File: src/shared/special_execute_field_pkg.sv
// constants shared by the microword special-execute unit and its timers
package special_execute_field_pkg;
	// ************************************************************
	// timing
	// ************************************************************
	localparam int CLK_MHZ          = 20;
	localparam int CLK_NS           = 50;
	localparam int MACHINE_CYCLE_NS = 200;
	localparam int MC_CLKS          = MACHINE_CYCLE_NS / CLK_NS;
	localparam int INHIBIT_INCR_MS  = 250;
	localparam int INHIBIT_CLKS     = INHIBIT_INCR_MS * 1000 * CLK_MHZ;
	localparam int BLOCK_MS         = 10;
	localparam int BLOCK_CLKS       = BLOCK_MS * 1000 * CLK_MHZ;
	localparam logic [1:0] PH_TAKE  = 2'h0;
	localparam logic [1:0] PH_EXEC  = 2'h3;

	// ************************************************************
	// register map (byte addresses) and reset values
	// ************************************************************
	localparam logic [4:0] OFS_LATCHES = 5'h00;
	localparam logic [4:0] OFS_DISPLAY = 5'h04;
	localparam logic [4:0] OFS_ADDRESS = 5'h08;
	localparam logic [4:0] OFS_CONTROL = 5'h0c;
	localparam int CTRL_RUN_BIT        = 0;
	localparam int CTRL_UNHALT_BIT     = 1;
	localparam logic CTRL_RUN_RESET    = 1'b1;

	// ************************************************************
	// special-execute codes
	// ************************************************************
	localparam logic [4:0] SX_CHANNEL_INTERFACE_ERROR_EN    = 5'h00;
	localparam logic [4:0] SX_REPEAT     = 5'h02;
	localparam logic [4:0] SX_ECC_ENABLE = 5'h03;
	localparam logic [4:0] SX_LOAD_DAR   = 5'h04;
	localparam logic [4:0] SX_LOAD_IAR   = 5'h05;
	localparam logic [4:0] SX_CLR_CMDQ   = 5'h06;
	localparam logic [4:0] SX_CLR_EXEC   = 5'h08;
	localparam logic [4:0] SX_ROUTINE    = 5'h09;
	localparam logic [4:0] SX_ERROR      = 5'h0a;
	localparam logic [4:0] SX_CASSETTE   = 5'h0b;
	localparam logic [4:0] SX_CAS_READ   = 5'h0e;
	localparam logic [4:0] SX_STOP       = 5'h0f;
	localparam logic [4:0] SX_CLR_CCHK   = 5'h10;
	localparam logic [4:0] SX_ECC_INHIB  = 5'h11;
	localparam logic [4:0] SX_CLR_BLOCK  = 5'h14;
	localparam logic [4:0] SX_INL_TIMER  = 5'h16;
	localparam logic [4:0] SX_SHIFT_P0   = 5'h17;
	localparam logic [4:0] SX_SHIFT_P123 = 5'h18;
	localparam logic [4:0] SX_READY      = 5'h1a;
	localparam logic [4:0] SX_END        = 5'h1b;
	localparam logic [4:0] SX_INTERRUPT  = 5'h1c;
	localparam logic [3:0] CS_DNZ        = 4'h9;
	localparam logic [2:0] ECC_ALLOW_WR  = 3'h7;
endpackage

File: src/hw/interval_timer.sv
// counts a loaded number of fixed-length intervals and pulses when they are gone
module interval_timer
	import special_execute_field_pkg::*;
#(
	parameter int PERIOD = 4,
	parameter int CW     = 4
)
(
	input  wire logic          clk_sys_in,
	input  wire logic          rst_in,
	input  wire logic          load_in,
	input  wire logic [CW-1:0] count_in,
	output logic               running_out,
	output logic               expire_out
);
	localparam int PW = $clog2(PERIOD + 1);
	localparam logic [PW-1:0] PRE_LAST = PW'(PERIOD - 1);

	logic [PW-1:0] pre;
	logic [CW-1:0] left;

	// a reload restarts the whole span; zero intervals expire at once
	always_ff @(posedge clk_sys_in or posedge rst_in)
	begin
		if (rst_in)
		begin
			pre         <= '0;
			left        <= '0;
			running_out <= 1'b0;
			expire_out  <= 1'b0;
		end
		else
		begin
			expire_out <= 1'b0;
			if (load_in)
			begin
				pre         <= '0;
				left        <= count_in;
				running_out <= 1'b1;
			end
			else if (running_out && left == '0)
			begin
				running_out <= 1'b0;
				expire_out  <= 1'b1;
			end
			else if (running_out && pre == PRE_LAST)
			begin
				pre  <= '0;
				left <= left - 1'b1;
			end
			else if (running_out)
				pre <= pre + 1'b1;
		end
	end
endmodule // interval_timer

File: src/hw/microword_special_execute_unit.sv
// microsequencer cycle timing, status-set decode and special-execute operations
// Notes on behaviour
// - the five-bit special-execute field picks one of twenty-one operations; the other eleven codes do nothing
// - code 00 enables channel error checks; enable drops while tag gate is low
// - code 02 sets repeat latch, which feeds the in-line branch condition
// - code 17 inhibits memory ECC check latches; code 03 re-enables them
// - code 04 copies B bus bits 5-7 into data address bits 1-3
// - code 05 copies B bus bits 1-7 into instruction address bits 1-7
// - code 08 clears the execute latch and the repeat latch
// - code 09 loads the routine-number register from the B register
// - code 10 loads the error-code register
// - code 11 loads cassette command latches and starts the cassette
// - code 14 ORs cassette read byte onto the D bus next machine cycle
// - code 16 clears control-fault latches; code 15 halts the machine
// - code 22 loads a count of 250 ms steps holding in-line branch false
// - code 22 bit 0 picks extended or temporary inhibit; extended blocks temporary
// - both inhibits clear on expiry; temporary also clears on channel selection
// - code 22 with bit 1 low blocks switching to picked channel 10 ms; 20 clears
// - code 23 shifts P0, plus P1-P3 if decode is 111; 24 shifts P1-P3
// - codes 26, 27, 28 raise ready, end with service request, interrupt
// - an instruction cycle takes one 200 ns machine cycle in fixed step order
// - fetch or store takes two machine cycles; decode inhibited in the second
module microword_special_execute_unit
	import special_execute_field_pkg::*;
#(
	parameter int INHIBIT_INCR_CLKS = INHIBIT_CLKS,
	parameter int BLOCK_SPAN_CLKS   = BLOCK_CLKS
)
(
	input  wire logic        clk_sys_in,
	input  wire logic        rst_in,
	input  wire logic [4:0]  avs_address_in,
	input  wire logic        avs_read_in,
	input  wire logic        avs_write_in,
	input  wire logic [31:0] avs_writedata_in,
	input  wire logic [3:0]  avs_byteenable_in,
	output logic      [31:0] avs_readdata_out,
	output logic             avs_waitrequest_out,
	input  wire logic        mw_valid_in,
	input  wire logic        mw_data_cycle_in,
	input  wire logic        mw_special_execute_field_in,
	input  wire logic [4:0]  special_execute_field_in,
	input  wire logic [3:0]  cs_code_in,
	input  wire logic [0:7]  b_bus_in,
	input  wire logic [0:7]  d_bus_in,
	input  wire logic        tag_gate_in,
	input  wire logic        channel_interface_error_in,
	input  wire logic        control_fault_in,
	input  wire logic        execute_switch_in,
	input  wire logic        function_inline_in,
	input  wire logic        command_query_in,
	input  wire logic        channel_selected_flag_in,
	input  wire logic        channel_pick_bit_in,
	input  wire logic [2:0]  ecc_decode_in,
	input  wire logic [0:7]  cassette_read_in,
	output logic             word_taken_out,
	output logic             decode_inhibit_out,
	output logic             cycle_done_out,
	output logic [0:7]       status_out,
	output logic [1:3]       data_address_reg_out,
	output logic [1:7]       instruction_address_reg_out,
	output logic             inline_branch_cond_out,
	output logic             command_query_branch_out,
	output logic             channel_interface_error_out,
	output logic             control_fault_out,
	output logic             ecc_check_inhibit_out,
	output logic [0:7]       cassette_cmd_out,
	output logic             cassette_start_out,
	output logic [0:7]       cassette_dbus_out,
	output logic             machine_halt_out,
	output logic             block_channel_out,
	output logic             block_channel_pick_out,
	output logic             ecc_shift_p0_out,
	output logic             ecc_shift_p123_out,
	output logic             ready_out,
	output logic             end_out,
	output logic             service_request_out,
	output logic [1:0]       interrupt_out
);
	// ************************************************************
	// machine cycle sequencing
	// ************************************************************
	logic [1:0] phase;
	logic       word_held;
	logic       held_data;
	logic       held_special_execute_field;
	logic [4:0] held_code;
	logic [3:0] held_cs;
	logic       second_cycle;
	logic       cas_gate;
	logic       run_enable;
	logic       channel_interface_error_enable;
	logic       repeat_latch;
	logic       execute_latch;
	logic       ext_inhibit;
	logic       temp_inhibit;
	logic [0:7] routine_reg;
	logic [0:7] error_reg;
	logic [0:7] next_status;

	// a word is taken only at phase 0 of a free machine cycle
	wire take_now = mw_valid_in && phase == PH_TAKE && !second_cycle
		&& run_enable && !machine_halt_out;
	wire exec_now = word_held && phase == PH_EXEC;
	wire data_end = second_cycle && phase == PH_EXEC;
	wire sx       = exec_now && held_special_execute_field;

	// one-hot special-execute decode, one wire per code
	wire [31:0] sx_hit = sx ? (32'h1 << held_code) : 32'h0;

	// phase counter runs free; four clocks make one 200 ns machine cycle
	always_ff @(posedge clk_sys_in or posedge rst_in)
	begin
		if (rst_in)
			phase <= 2'h0;
		else
			phase <= phase + 2'h1;
	end

	// step 1 latches the word; the rest resolve at the last phase
	always_ff @(posedge clk_sys_in or posedge rst_in)
	begin
		if (rst_in)
		begin
			word_held    <= 1'b0;
			held_data    <= 1'b0;
			held_special_execute_field    <= 1'b0;
			held_code    <= 5'h00;
			held_cs      <= 4'h0;
			second_cycle <= 1'b0;
		end
		else
		begin
			if (take_now)
			begin
				word_held <= 1'b1;
				held_data <= mw_data_cycle_in;
				held_special_execute_field <= mw_special_execute_field_in;
				held_code <= special_execute_field_in;
				held_cs   <= cs_code_in;
			end
			else if (exec_now)
				word_held <= 1'b0;
			if (exec_now && held_data)
				second_cycle <= 1'b1;
			else if (data_end)
				second_cycle <= 1'b0;
		end
	end

	// ************************************************************
	// status-set decode
	// ************************************************************
	// returns {valid, value, bit index}
	function automatic logic [4:0] cs_map(input logic [3:0] code);
		case (code)
			4'h1: cs_map = 5'b10_100;
			4'h2: cs_map = 5'b10_001;
			4'h3: cs_map = 5'b11_001;
			4'h4: cs_map = 5'b10_000;
			4'h5: cs_map = 5'b11_000;
			4'h6: cs_map = 5'b10_101;
			4'h7: cs_map = 5'b11_101;
			4'h8: cs_map = 5'b10_010;
			4'ha: cs_map = 5'b10_011;
			4'hb: cs_map = 5'b11_011;
			4'hc: cs_map = 5'b10_110;
			4'hd: cs_map = 5'b11_110;
			4'he: cs_map = 5'b10_111;
			4'hf: cs_map = 5'b11_111;
			default: cs_map = 5'b00_000;
		endcase
	endfunction

	wire [4:0] cs_sel   = cs_map(held_cs);
	wire       cs_apply = exec_now && !held_special_execute_field && cs_sel[4];
	wire       dnz_set  = exec_now && !held_special_execute_field && held_cs == CS_DNZ
		&& d_bus_in != 8'h00;

	always_comb
	begin
		next_status = status_out;
		if (cs_apply)
			next_status[cs_sel[2:0]] = cs_sel[3];
		if (dnz_set)
			next_status[2] = 1'b1;
	end

	// ************************************************************
	// in-line timers
	// ************************************************************
	wire load_inl  = sx_hit[SX_INL_TIMER];
	wire load_blk  = load_inl && !b_bus_in[1];
	wire inl_done;
	wire blk_done;
	wire blk_run;

	interval_timer #(.PERIOD(INHIBIT_INCR_CLKS), .CW(4)) u_inline_timer
	(
		.clk_sys_in  (clk_sys_in),
		.rst_in      (rst_in),
		.load_in     (load_inl),
		.count_in    (b_bus_in[4:7]),
		.running_out (),
		.expire_out  (inl_done)
	);

	interval_timer #(.PERIOD(BLOCK_SPAN_CLKS), .CW(1)) u_block_timer
	(
		.clk_sys_in  (clk_sys_in),
		.rst_in      (rst_in),
		.load_in     (load_blk),
		.count_in    (1'b1),
		.running_out (blk_run),
		.expire_out  (blk_done)
	);

	// ************************************************************
	// register bus
	// ************************************************************
	wire bus_req   = (avs_read_in || avs_write_in) && avs_waitrequest_out;
	wire wr_fire   = avs_write_in && !avs_waitrequest_out;
	wire ctrl_wr   = wr_fire && avs_address_in == OFS_CONTROL && avs_byteenable_in[0];
	wire unhalt    = ctrl_wr && avs_writedata_in[CTRL_UNHALT_BIT];
	wire [31:0] latches_word = {21'h0, blk_run, machine_halt_out, block_channel_out,
		ext_inhibit, temp_inhibit, command_query_branch_out, ecc_check_inhibit_out,
		repeat_latch, execute_latch, channel_interface_error_enable, control_fault_out};
	wire [31:0] rd_mux =
		avs_address_in == OFS_LATCHES ? latches_word :
		avs_address_in == OFS_DISPLAY ? {8'h0, cassette_cmd_out, error_reg, routine_reg} :
		avs_address_in == OFS_ADDRESS ?
			{13'h0, data_address_reg_out, instruction_address_reg_out, 1'b0, status_out} :
		avs_address_in == OFS_CONTROL ? {31'h0, run_enable} : 32'h0;

	// every access answers after one wait cycle; unmapped reads return zero
	always_ff @(posedge clk_sys_in or posedge rst_in)
	begin
		if (rst_in)
		begin
			avs_waitrequest_out <= 1'b1;
			avs_readdata_out    <= 32'h0;
			run_enable          <= CTRL_RUN_RESET;
		end
		else
		begin
			avs_waitrequest_out <= !bus_req;
			if (bus_req)
				avs_readdata_out <= rd_mux;
			if (ctrl_wr)
				run_enable <= avs_writedata_in[CTRL_RUN_BIT];
		end
	end

	// ************************************************************
	// special-execute latches and registers
	// ************************************************************
	// hardware-set flags win over a clear landing in the same clock
	always_ff @(posedge clk_sys_in or posedge rst_in)
	begin
		if (rst_in)
		begin
			channel_interface_error_enable                 <= 1'b0;
			repeat_latch                <= 1'b0;
			execute_latch               <= 1'b0;
			ext_inhibit                 <= 1'b0;
			temp_inhibit                <= 1'b0;
			command_query_branch_out    <= 1'b0;
			channel_interface_error_out <= 1'b0;
			control_fault_out           <= 1'b0;
			ecc_check_inhibit_out       <= 1'b0;
			machine_halt_out            <= 1'b0;
			block_channel_out           <= 1'b0;
			block_channel_pick_out      <= 1'b0;
		end
		else
		begin
			// tag gate low holds the enable clear over any set
			if (!tag_gate_in)
				channel_interface_error_enable <= 1'b0;
			else if (sx_hit[SX_CHANNEL_INTERFACE_ERROR_EN])
				channel_interface_error_enable <= 1'b1;
			if (channel_interface_error_enable && channel_interface_error_in)
				channel_interface_error_out <= 1'b1;
			else if (sx_hit[SX_CLR_CCHK])
				channel_interface_error_out <= 1'b0;
			if (control_fault_in)
				control_fault_out <= 1'b1;
			else if (sx_hit[SX_CLR_CCHK])
				control_fault_out <= 1'b0;
			if (sx_hit[SX_REPEAT])
				repeat_latch <= 1'b1;
			else if (sx_hit[SX_CLR_EXEC])
				repeat_latch <= 1'b0;
			if (execute_switch_in && function_inline_in)
				execute_latch <= 1'b1;
			else if (sx_hit[SX_CLR_EXEC])
				execute_latch <= 1'b0;
			if (command_query_in)
				command_query_branch_out <= 1'b1;
			else if (sx_hit[SX_CLR_CMDQ])
				command_query_branch_out <= 1'b0;
			if (sx_hit[SX_ECC_INHIB])
				ecc_check_inhibit_out <= 1'b1;
			else if (sx_hit[SX_ECC_ENABLE])
				ecc_check_inhibit_out <= 1'b0;
			if (sx_hit[SX_STOP])
				machine_halt_out <= 1'b1;
			else if (unhalt)
				machine_halt_out <= 1'b0;
			if (load_inl && b_bus_in[0])
				ext_inhibit <= 1'b1;
			else if (inl_done)
				ext_inhibit <= 1'b0;
			if (load_inl && !b_bus_in[0] && !ext_inhibit)
				temp_inhibit <= 1'b1;
			else if (inl_done || channel_selected_flag_in)
				temp_inhibit <= 1'b0;
			if (load_blk)
			begin
				block_channel_out      <= 1'b1;
				block_channel_pick_out <= channel_pick_bit_in;
			end
			else if (sx_hit[SX_CLR_BLOCK] || blk_done)
				block_channel_out <= 1'b0;
		end
	end

	// register loads, channel tags and the data-path strobes
	always_ff @(posedge clk_sys_in or posedge rst_in)
	begin
		if (rst_in)
		begin
			status_out                  <= 8'h00;
			data_address_reg_out        <= 3'h0;
			instruction_address_reg_out <= 7'h00;
			routine_reg                 <= 8'h00;
			error_reg                   <= 8'h00;
			cassette_cmd_out            <= 8'h00;
			cassette_start_out          <= 1'b0;
			cas_gate                    <= 1'b0;
			cassette_dbus_out           <= 8'h00;
			inline_branch_cond_out      <= 1'b0;
			ecc_shift_p0_out            <= 1'b0;
			ecc_shift_p123_out          <= 1'b0;
			ready_out                   <= 1'b0;
			end_out                     <= 1'b0;
			service_request_out         <= 1'b0;
			interrupt_out               <= 2'h0;
			word_taken_out              <= 1'b0;
			decode_inhibit_out          <= 1'b0;
			cycle_done_out              <= 1'b0;
		end
		else
		begin
			status_out <= next_status;
			if (sx_hit[SX_LOAD_DAR])
				data_address_reg_out <= b_bus_in[5:7];
			if (sx_hit[SX_LOAD_IAR])
				instruction_address_reg_out <= b_bus_in[1:7];
			if (sx_hit[SX_ROUTINE])
				routine_reg <= b_bus_in;
			if (sx_hit[SX_ERROR])
				error_reg <= b_bus_in;
			if (sx_hit[SX_CASSETTE])
				cassette_cmd_out <= b_bus_in;
			cassette_start_out <= sx_hit[SX_CASSETTE];
			// the gate spans exactly the following machine cycle
			if (sx_hit[SX_CAS_READ])
				cas_gate <= 1'b1;
			else if (phase == PH_EXEC)
				cas_gate <= 1'b0;
			cassette_dbus_out <= cas_gate ? cassette_read_in : 8'h00;
			inline_branch_cond_out <= (repeat_latch || execute_latch)
				&& !ext_inhibit && !temp_inhibit;
			ecc_shift_p0_out   <= sx_hit[SX_SHIFT_P0];
			ecc_shift_p123_out <= sx_hit[SX_SHIFT_P123]
				|| (sx_hit[SX_SHIFT_P0] && ecc_decode_in == ECC_ALLOW_WR);
			ready_out           <= sx_hit[SX_READY];
			end_out             <= sx_hit[SX_END];
			service_request_out <= sx_hit[SX_END];
			interrupt_out <= sx_hit[SX_INTERRUPT] ?
				(channel_pick_bit_in ? 2'h2 : 2'h1) : 2'h0;
			word_taken_out     <= take_now;
			decode_inhibit_out <= second_cycle || (exec_now && held_data);
			cycle_done_out     <= (exec_now && !held_data) || data_end;
		end
	end
endmodule // microword_special_execute_unit

File: config.mk
export PLATFORM = sky130hd
export DESIGN_NAME = microword_special_execute_unit
export DESIGN_NICKNAME = d
export VERILOG_FILES = /design/src/shared/special_execute_field_pkg.sv /design/src/hw/interval_timer.sv /design/src/hw/microword_special_execute_unit.sv
export SDC_FILE = /design/constraint.sdc
export NUM_CORES = 1
export LEC_CHECK = 0
export BUFFER_PORTS_ARGS = -buffer_cell sky130_fd_sc_hd__buf_2
export CAP_MARGIN = 15
export CORE_MARGIN = 4
export CORE_UTILIZATION = 56
export CTS_BUF_LIST = sky130_fd_sc_hd__clkbuf_4 sky130_fd_sc_hd__clkbuf_8
export DETAILED_ROUTE_END_ITERATION = 12
export GPL_TIMING_DRIVEN = 0
export PLACE_DENSITY = 0.86
export SLEW_MARGIN = 25
export SYNTH_ARGS = -nofsm -noshare
export SYNTH_HDL_FRONTEND = slang
export SYNTH_SLANG_ARGS = --single-unit
File: constraint.sdc
create_clock -name clk_sys_in -period 5.34 [get_ports clk_sys_in]
set_input_delay 0 -clock clk_sys_in [delete_from_list [all_inputs] [get_ports clk_sys_in]]
set_output_delay 0 -clock clk_sys_in [all_outputs]
set_load 0.01 [all_outputs]
==> results of run 1 <==
layer usage:
metal	vias up	track usage [%]
li1	2891	-
met1	3123	32.9
met2	325	44.5
met3	66	4.41
met4	0	13.6
met5	-	0
critical path, delay by kind of cell, from the launching register on:
kind / cells / cell delay [ns]
simple gates: 2 / 0.63
buf+inv: 2 / 0.82
fa+ha+maj: 1 / 0.31
flops: 1 / 0.38
compound gates: 1 / 0.28
path summary, 6_finish.rpt:
kind	startpoint	to	slack, ns	depth (start not counted)
worst max register to register	phase[0]	temp_inhibit	2.85	6
max in group asynchronous	rst_in	run_enable	4.36	4
worst max-delay path	phase[0]	temp_inhibit	2.85	6
worst min register to register	u_inline_timer.expire_out	ext_inhibit	0.45	1
worst min-delay path	avs_address_in[3]	avs_readdata_out[0]	0.08	3
min in group asynchronous	rst_in	u_inline_timer.pre[15]	0.14	3
logic make-up after synthesis:
family | Yosys count
XOR/XNOR | 19
multiplexers | 66
adder cells (fa/ha/maj) | 6
buffers and inverters | 52
other | 1
flip-flops | 165
AO/OA/AOI/OAI | 129
AND/OR/NAND/NOR | 254
layout make-up:
class	instances	area [um2]	area share (%)
Sequential cell	165	4130	44.1
Timing Repair Buffer	183	1170	12.5
Clock inverter	8	123	1.31
Inverter	16	67.6	0.721
Buffer	36	186	1.99
Tap cell	176	220	2.35
Clock buffer	23	304	3.24
Multi-Input combinational cell	482	3170	33.8
power groups by stage:
stage                     clock network [mW]  registers, mW  logic, mW
final                                  0.959           1.37      0.243
after global routing                    1.01           1.38      0.271
after CTS                              0.963           1.37      0.241
after detailed placement                   0           1.39      0.217
after global placement                     0           1.39      0.205
after floorplan                            0           1.38      0.144
placed cells by master, fill, tap and decap left out, drive strengths merged, types with 5 or more instances in the layout:
| cell | count |
|---|---|
| conb | 8 |
| xnor2 | 6 |
| nand3 | 18 |
| nand2b | 5 |
| o21ai | 47 |
| nand4 | 12 |
| nor3b | 5 |
| a21oi | 32 |
| buf | 156 |
| nand2 | 86 |
| a22oi | 10 |
| mux2i | 12 |
| inv | 16 |
| dfrtp | 163 |
| nand3b | 6 |
| mux2 | 53 |
| and2 | 11 |
| dlygate4sd3 | 46 |
| xor2 | 13 |
| clkbuf | 40 |
| nor4 | 10 |
| nor3 | 16 |
| a22o | 12 |
| and3 | 7 |
| or3 | 11 |
| or4 | 6 |
| nor2 | 44 |
| ha | 6 |
| o2111ai | 6 |
==> results.cfg, run 1 <==
[route]
drt-met1-wl_um = 7850
drc = 0
topRoutingLayerUsed = met4
wl_met3_um = 1380
dr_wl_met2_um = 9830
firstDrtPassIters = 5
routedWlPerCell_um = 18.2
drt-initial-drc-count = 690
vias = 6405
wirelength_um = 19800
viasPerCell = 5.88
drt.antenna.violating_nets = 0

[setup_path]
crit_arrival_ns = 2.87
critPathLaunchType = flop
criticalPathCategory = reg2reg
path_cells = ha_1, nand3b_2, or3_1, clkbuf_1, o31ai_1, dlygate4sd3_1
max_stage_delay_ns = 0.60
slowest_stage = dlygate4sd3_1
crit_path_end_kind = flop
required_ns = 5.72
cp_max_fo = 9

[floorplan]
die-area_um2 = 15400
pin_count = 178
core_area_um2 = 13200
start_util_pct = 57.0
die_x_um = 124
rows = 42
fp.dieH_um = 124

[synth]
synthAdderAreaFrac_pct = 0.998
ys_seq_area_share_pct = 54.9
async_reset_ff_share_pct = 100
ys_types = 65
yosysTopAreaCellShare_pct = 54.2
synthSimpleGateAreaFrac_pct = 17.8
synth-compound-area-share_pct = 10.9
synth_edf_count = 0
synth_top_family_by_area = simple AND/OR/NAND/NOR gates
yosysMostFrequentCell = dfrtp_1
synth_area_um2 = 7520
synthMuxAreaShare_pct = 9.83
synthTopCellsByArea = dfrtp_1 54%, mux2_2 7.9%, nand2_1 4.2%
synth_seq_cells = 165
syn_avg_cell_area_um2 = 10.9
synth_xor_area_share_pct = 2.21
syn_inst = 692
synth_top_flop_cell = dfrtp_1
synth_common_cells = 163 x dfrtp_1, 85 x nand2_1, 53 x mux2_2
yosys_warnings = 0
synth_top_cell_by_area = dfrtp_1

[placement]
place.gp.congestion = 0.884
place_ws_ns = 2.95
place_inst = 1012
port-buffer-count = 136
hpwl_um = 12900
placed_area_um2 = 8490

[clock_network]
h-tree-depth = 4
cts_buffer_depth = 2
cts_resized = 0
cts-root-buf = clkbuf_8
cts_setup_buffers = 0
cts_hold_buf = 46
cts_tree = built
cts.sinks = 165
cts_made_buffers = 17
clock_latency_ns = 0.45
path_clk_slew_ns = 0.08

[timing]
relSlewSlack_pct = 46.9
setup_ws_ns = 2.85
finalCritPeriodShare_pct = 46.6
drv_slew = 0
max_freq_ghz = 0.402
tightest_slew_ns = 0.796
setup_violations = 0
tns_ns = 0
clock-skew-final_ns = 0.00895
rsz0062_at_grt = no
hold_viol = 0
hold_slack_ns = 0.0812
min_period_ns = 2.49

[final_layout]
drive_gt1_share_pct = 28.1
syn_to_final_growth_pct = 24.6
largest_reg_flops = 24
largest_registers = avs_readdata_out (24), u_inline_timer.pre (23), u_block_timer.pre (18)
fin_area_um2 = 9370
layout.nets = 999
fill_cells = 818
fin_util_pct = 71.1
diodes = 0
stdcell_count = 1089
top_register = avs_readdata_out

[global_route]
grt_pass1_vias = 6359
grt_pass1_wl_um = 31500
grt-ovfl-total = 0
grt_max_degree = 98
antenna_found_initial = 0
gr-usage-all-layers_pct = 26.4

[pwr]
switchingPower_uw = 644
power_frac_seq_pct = 53.3
internal_power_mw = 1.93
p_clk_share_pct = 37.2
swShare_pct = 25.0
ir_drop_uv = 178
powerDensity_nw_per_um2 = 275
p_leak_nw = 4.56
combPwrFrac_pct = 9.5
power.total_mw = 2.58

[flow_run]
drv_cap = 0

[hold_path]
hold_path_class = in2reg

[run_status]
status = finished clean
Note: power is estimated with default switching activity, not from simulation.
==> run 2, diff against run 1 <==
- clock period: 5.34 -> 2.5 ns (I/O delays scaled with it)
==> results.cfg, run 2 (synthesis gave the netlist of run 1 again) <==
[timing]
rsz0062_at_grt = yes
tns_ns = 0
max_freq_ghz = 0.411
tightest_slew_ns = 0.827
setup_violations = 0
drv_slew = 0
finalCritPeriodShare_pct = 97.4
hold_viol = 0
clock-skew-final_ns = 0.0151
relSlewSlack_pct = 44.4
min_period_ns = 2.44

[setup_path]
path_cells = clkbuf_1, nor3_1, nand2_1, a22o_1, dlygate4sd3_1
slowest_stage = nor3_1
required_ns = 2.85
max_stage_delay_ns = 0.71
crit_arrival_ns = 2.78
cp_max_fo = 10
criticalPathCategory = reg2reg
crit_path_end_kind = flop
critPathLaunchType = flop

[placement]
place_inst = 1016
placed_area_um2 = 8560
hpwl_um = 13000
place.gp.congestion = 0.892
port-buffer-count = 136

[final_layout]
multi_input_area_um2 = 3210
final_common_cell = dfrtp_1
syn_to_final_growth_pct = 26.0
stdcell_count = 1096
seq_area_um2 = 4130
largest_registers = avs_readdata_out (24), u_inline_timer.pre (23), u_block_timer.pre (18)
final_cell_mix = 163 x dfrtp_1, 141 x buf_2, 85 x nand2_1, 53 x mux2_2, 47 x dlygate4sd3_1
layout.nets = 1005
fill_cells = 800
largest_reg_flops = 24
drive_gt1_share_pct = 29.1
top_register = avs_readdata_out
diodes = 0
fin_area_um2 = 9480

[route]
drc = 0
vias = 6582
viasPerCell = 6.01
firstDrtPassIters = 7
drt-initial-drc-count = 725
wirelength_um = 21600
drt.antenna.violating_nets = 0
routedWlPerCell_um = 19.7

[clock_network]
clock_latency_ns = 0.46
cts_tree = built
cts_made_buffers = 17
cts-root-buf = clkbuf_8
cts_buffer_depth = 2
path_clk_slew_ns = 0.10
cts.sinks = 165
h-tree-depth = 4

[global_route]
grt_pass1_wl_um = 32000
grt-ovfl-total = 0
grt_pass1_vias = 6191
grt_max_degree = 35
antenna_found_initial = 0
gr-usage-all-layers_pct = 27.2

[floorplan]
start_util_pct = 57.0
die-area_um2 = 15400
pin_count = 178
die_x_um = 124
core_area_um2 = 13200
fp.dieH_um = 124
rows = 42

[pwr]
power.total_mw = 5.38
p_leak_nw = 4.62
ir_drop_uv = 325
powerDensity_nw_per_um2 = 568

[hold_path]
hold_path_class = in2reg

[run_status]
status = finished clean

[flow_run]
drv_cap = 0
[run 2: timing repair]
action,CTS,global route
endpoints found under the hold margin,123,1
setup buffers,0,1
gates resized for setup,0,11
hold buffers,46,1
endpoints found under the setup margin,0,46
[run 2: final cells by class]
type | count | area share, %
Multi-Input combinational cell | 482 | 33.9
Clock inverter | 14 | 1.48
Inverter | 16 | 0.673
Buffer | 36 | 1.99
Clock buffer | 18 | 2.55
Tap cell | 176 | 2.32
Sequential cell | 165 | 43.6
Timing Repair Buffer | 189 | 13.5
[run 2: metrics by stage]
| step | worst slack (ns) | hold WS (ns) | utilization [%] |
|---|---|---|---|
| after floorplan | 0.403 | 0.0656 | - |
| after global placement | -0.494 | 0.184 | 64.1 |
| after detailed placement | 0.147 | 0.0879 | 64.9 |
| after global routing | -0.0262 | 0.0242 | 71.9 |
| final | 0.0645 | 0.0336 | 71.9 |
| after CTS | 0.0635 | 0.00888 | 71.3 |
[run 2: report_power, final]
part,total (mW),internal [mW],switching [mW]
Sequential,2.94,2.78,0.155
Clock,1.91,0.828,1.08
Combinational,0.540,0.249,0.291
[run 2: critical path, delay by kind of cell (launching register included)]
kind	cells	cell delay, ns
DFF	1	0.43
and+or+nand+nor	2	0.85
buffers and inverters	2	0.83
AOI/OAI and AO/OA	1	0.20
[run 2: per-layer routing]
layer | GRT usage [%] | part of all wire [%] | vias to the layer above
met4 | 11.6 | 4.7 | 0
li1 | - | - | 2904
met3 | 5.54 | 8.3 | 97
met1 | 34.3 | 38 | 3198
met2 | 45.8 | 49 | 383
met5 | 0 | 0 | -
[run 2: final timing paths]
path                                      startpoint                   end  slack, ns  cells after the start
setup / recovery                        held_code[1]         execute_latch       0.06                      5
hold / removal                     avs_address_in[3]   avs_readdata_out[0]       0.03                      3
setup reg to reg                        held_code[1]         execute_latch       0.06                      5
hold reg to reg            u_inline_timer.expire_out           ext_inhibit       0.45                      1
max in group asynchronous                     rst_in   avs_readdata_out[2]       1.18                      7
min in group asynchronous                     rst_in  cassette_dbus_out[2]       0.14                      3
==> run 3, diff against run 2 <==
- BUFFER_PORTS_ARGS: -buffer_cell sky130_fd_sc_hd__buf_2 -> -buffer_cell sky130_fd_sc_hd__buf_4
==> results.cfg, run 3 (synthesis gave the netlist of run 1 again) <==
[run_status]
status = finished clean

[floorplan]
rows = 42
die-area_um2 = 15400
die_x_um = 124
pin_count = 178
core_area_um2 = 13200
fp.dieH_um = 124
start_util_pct = 57.0

[setup_path]
crit-reg2reg-launch = phase[0]
critPathLaunchType = flop
r2r-end = error_reg[4]
crit_path_end_kind = flop
ff2ff_path_depth = 6
crit_arrival_ns = 2.77
criticalPathCategory = reg2reg
rrSetupSlack_ns = 0.08
cp_max_fo = 8
required_ns = 2.85

[hold_path]
holdPathEnd = avs_readdata_out[0]
min-delay-start = avs_address_in[2]
hold_path_class = in2reg
hold_depth = 3

[clock_network]
cts.sinks = 165
cts-root-buf = clkbuf_8
cts_tree = built
h-tree-depth = 4
clock_latency_ns = 0.47
cts_setup_buffers = 0
path_clk_slew_ns = 0.08
cts_buffer_depth = 2
cts_made_buffers = 17

[final_layout]
fill_cells = 795
seq_area_um2 = 4130
drive_gt1_share_pct = 28.7
syn_to_final_growth_pct = 30.4
largest_reg_flops = 24
final_common_cell = dfrtp_1
diodes = 0
layout.nets = 1004
top_register = avs_readdata_out
final_cell_mix = 163 x dfrtp_1, 146 x buf_4, 85 x nand2_1, 53 x mux2_2, 47 x dlygate4sd3_1
multi_input_area_um2 = 3190
largest_registers = avs_readdata_out (24), u_inline_timer.pre (23), u_block_timer.pre (18)

[flow_run]
drv_cap = 0

[global_route]
gr-usage-all-layers_pct = 27.1
grt_pass1_vias = 6222
grt_max_degree = 33
grt_pass1_wl_um = 31900
antenna_found_initial = 0
grt-ovfl-total = 0

[placement]
port-buffer-count = 136
hpwl_um = 13100
place.gp.congestion = 0.843

[route]
drt.antenna.violating_nets = 0
firstDrtPassIters = 5
routedWlPerCell_um = 18.6
wirelength_um = 20400
drc = 0
drt-initial-drc-count = 612
vias = 6308
viasPerCell = 5.76

[timing]
relSlewSlack_pct = 48.5
clock-skew-final_ns = 0.0137
tightest_slew_ns = 0.772
max_freq_ghz = 0.414
min_period_ns = 2.42
hold_slack_ns = 0.0343
finalCritPeriodShare_pct = 96.7
setup_violations = 0
drv_slew = 0
hold_viol = 0

[pwr]
power.total_mw = 5.55
powerDensity_nw_per_um2 = 566
ir_drop_uv = 367
p_leak_nw = 4.70
-- run 3: changes by cell type in the layout (fill, tap and decap cells not counted), sizes merged --
| cell | previous run | this run |
|---|---|---|
| inv | 23 | 15 |
| clkinvlp | 3 | 1 |
| clkinv | 3 | 2 |
| buf | 161 | 160 |
| clkbuf | 35 | 44 |
| bufinv | 1 | 3 |
-- run 3: layout make-up --
class | count | share of cell area, %
Sequential cell | 165 | 42.1
Tap cell | 176 | 2.24
Inverter | 16 | 0.650
Clock buffer | 27 | 3.28
Timing Repair Buffer | 188 | 16.3
Clock inverter | 5 | 1.02
Buffer | 36 | 1.91
Multi-Input combinational cell | 482 | 32.5
-- run 3: metrics by stage --
stage | setup WS, ns | instance area, um2 | setup TNS, ns | instances | utilization [%]
2_1_floorplan | 0.403 | 7550 | 0 | 699 | -
3_3_place_gp | -0.532 | 8800 | -85.37 | 1011 | 66.7
3_5_place_dp | 0.169 | 8900 | 0 | 1016 | 67.5
4_1_cts | 0.128 | 9800 | 0 | 1095 | 74.3
5_1_grt | -0.0131 | 9810 | -0.0434 | 1095 | 74.4
6_report | 0.0818 | 9810 | 0 | 1095 | 74.4
-- run 3: worst max-delay path: stages (launching register included) --
cell and delay, ns:
dfrtp_1 0.37, ha_1 0.33, nand3_1 0.16, nor2_1 0.25, nand2_1 0.19, nor3_2 0.59
mux2_2 0.41
-- run 3: how the worst max path moves through the flow --
| stage | cells past startpoint | slack, ns | endpoint | startpoint |
|---|---|---|---|---|
| after floorplan | 1 | 0.40 | avs_readdata_out[0] | rst_in |
| after global placement | 2 | -0.53 | avs_readdata_out[22] | rst_in |
| after detailed placement | 7 | 0.17 | u_inline_timer.pre[19] | u_inline_timer.left[0] |
| after CTS | 7 | 0.13 | u_inline_timer.pre[19] | u_inline_timer.left[0] |
| after global routing | 6 | -0.01 | error_reg[2] | phase[0] |
| final | 6 | 0.08 | error_reg[4] | phase[0] |
-- run 3: per-layer routing --
metal	GRT usage (%)	vias to the layer above	routed length, um	part of all wire, %
met3	5.59	47	1430	7.0
met4	10.4	0	561	2.8
met5	0	-	0	0
met1	33.1	3102	7980	39
met2	47.3	265	10400	51
li1	-	2894	-	-
-- run 3: where the power goes --
group	internal [mW]	switching, mW	leakage [nW]
combinational	0.282	0.295	2.30
sequential	2.78	0.154	2.18
clock	1.13	0.911	0.224
total	4.19	1.36	4.70
-- run 3: repair_timing --
action                                  4_1_cts  5_1_grt
hold endpoints to repair                    102        0
resized for setup                             0        4
endpoints found under the setup margin        0       22
hold buffers                                 47        0
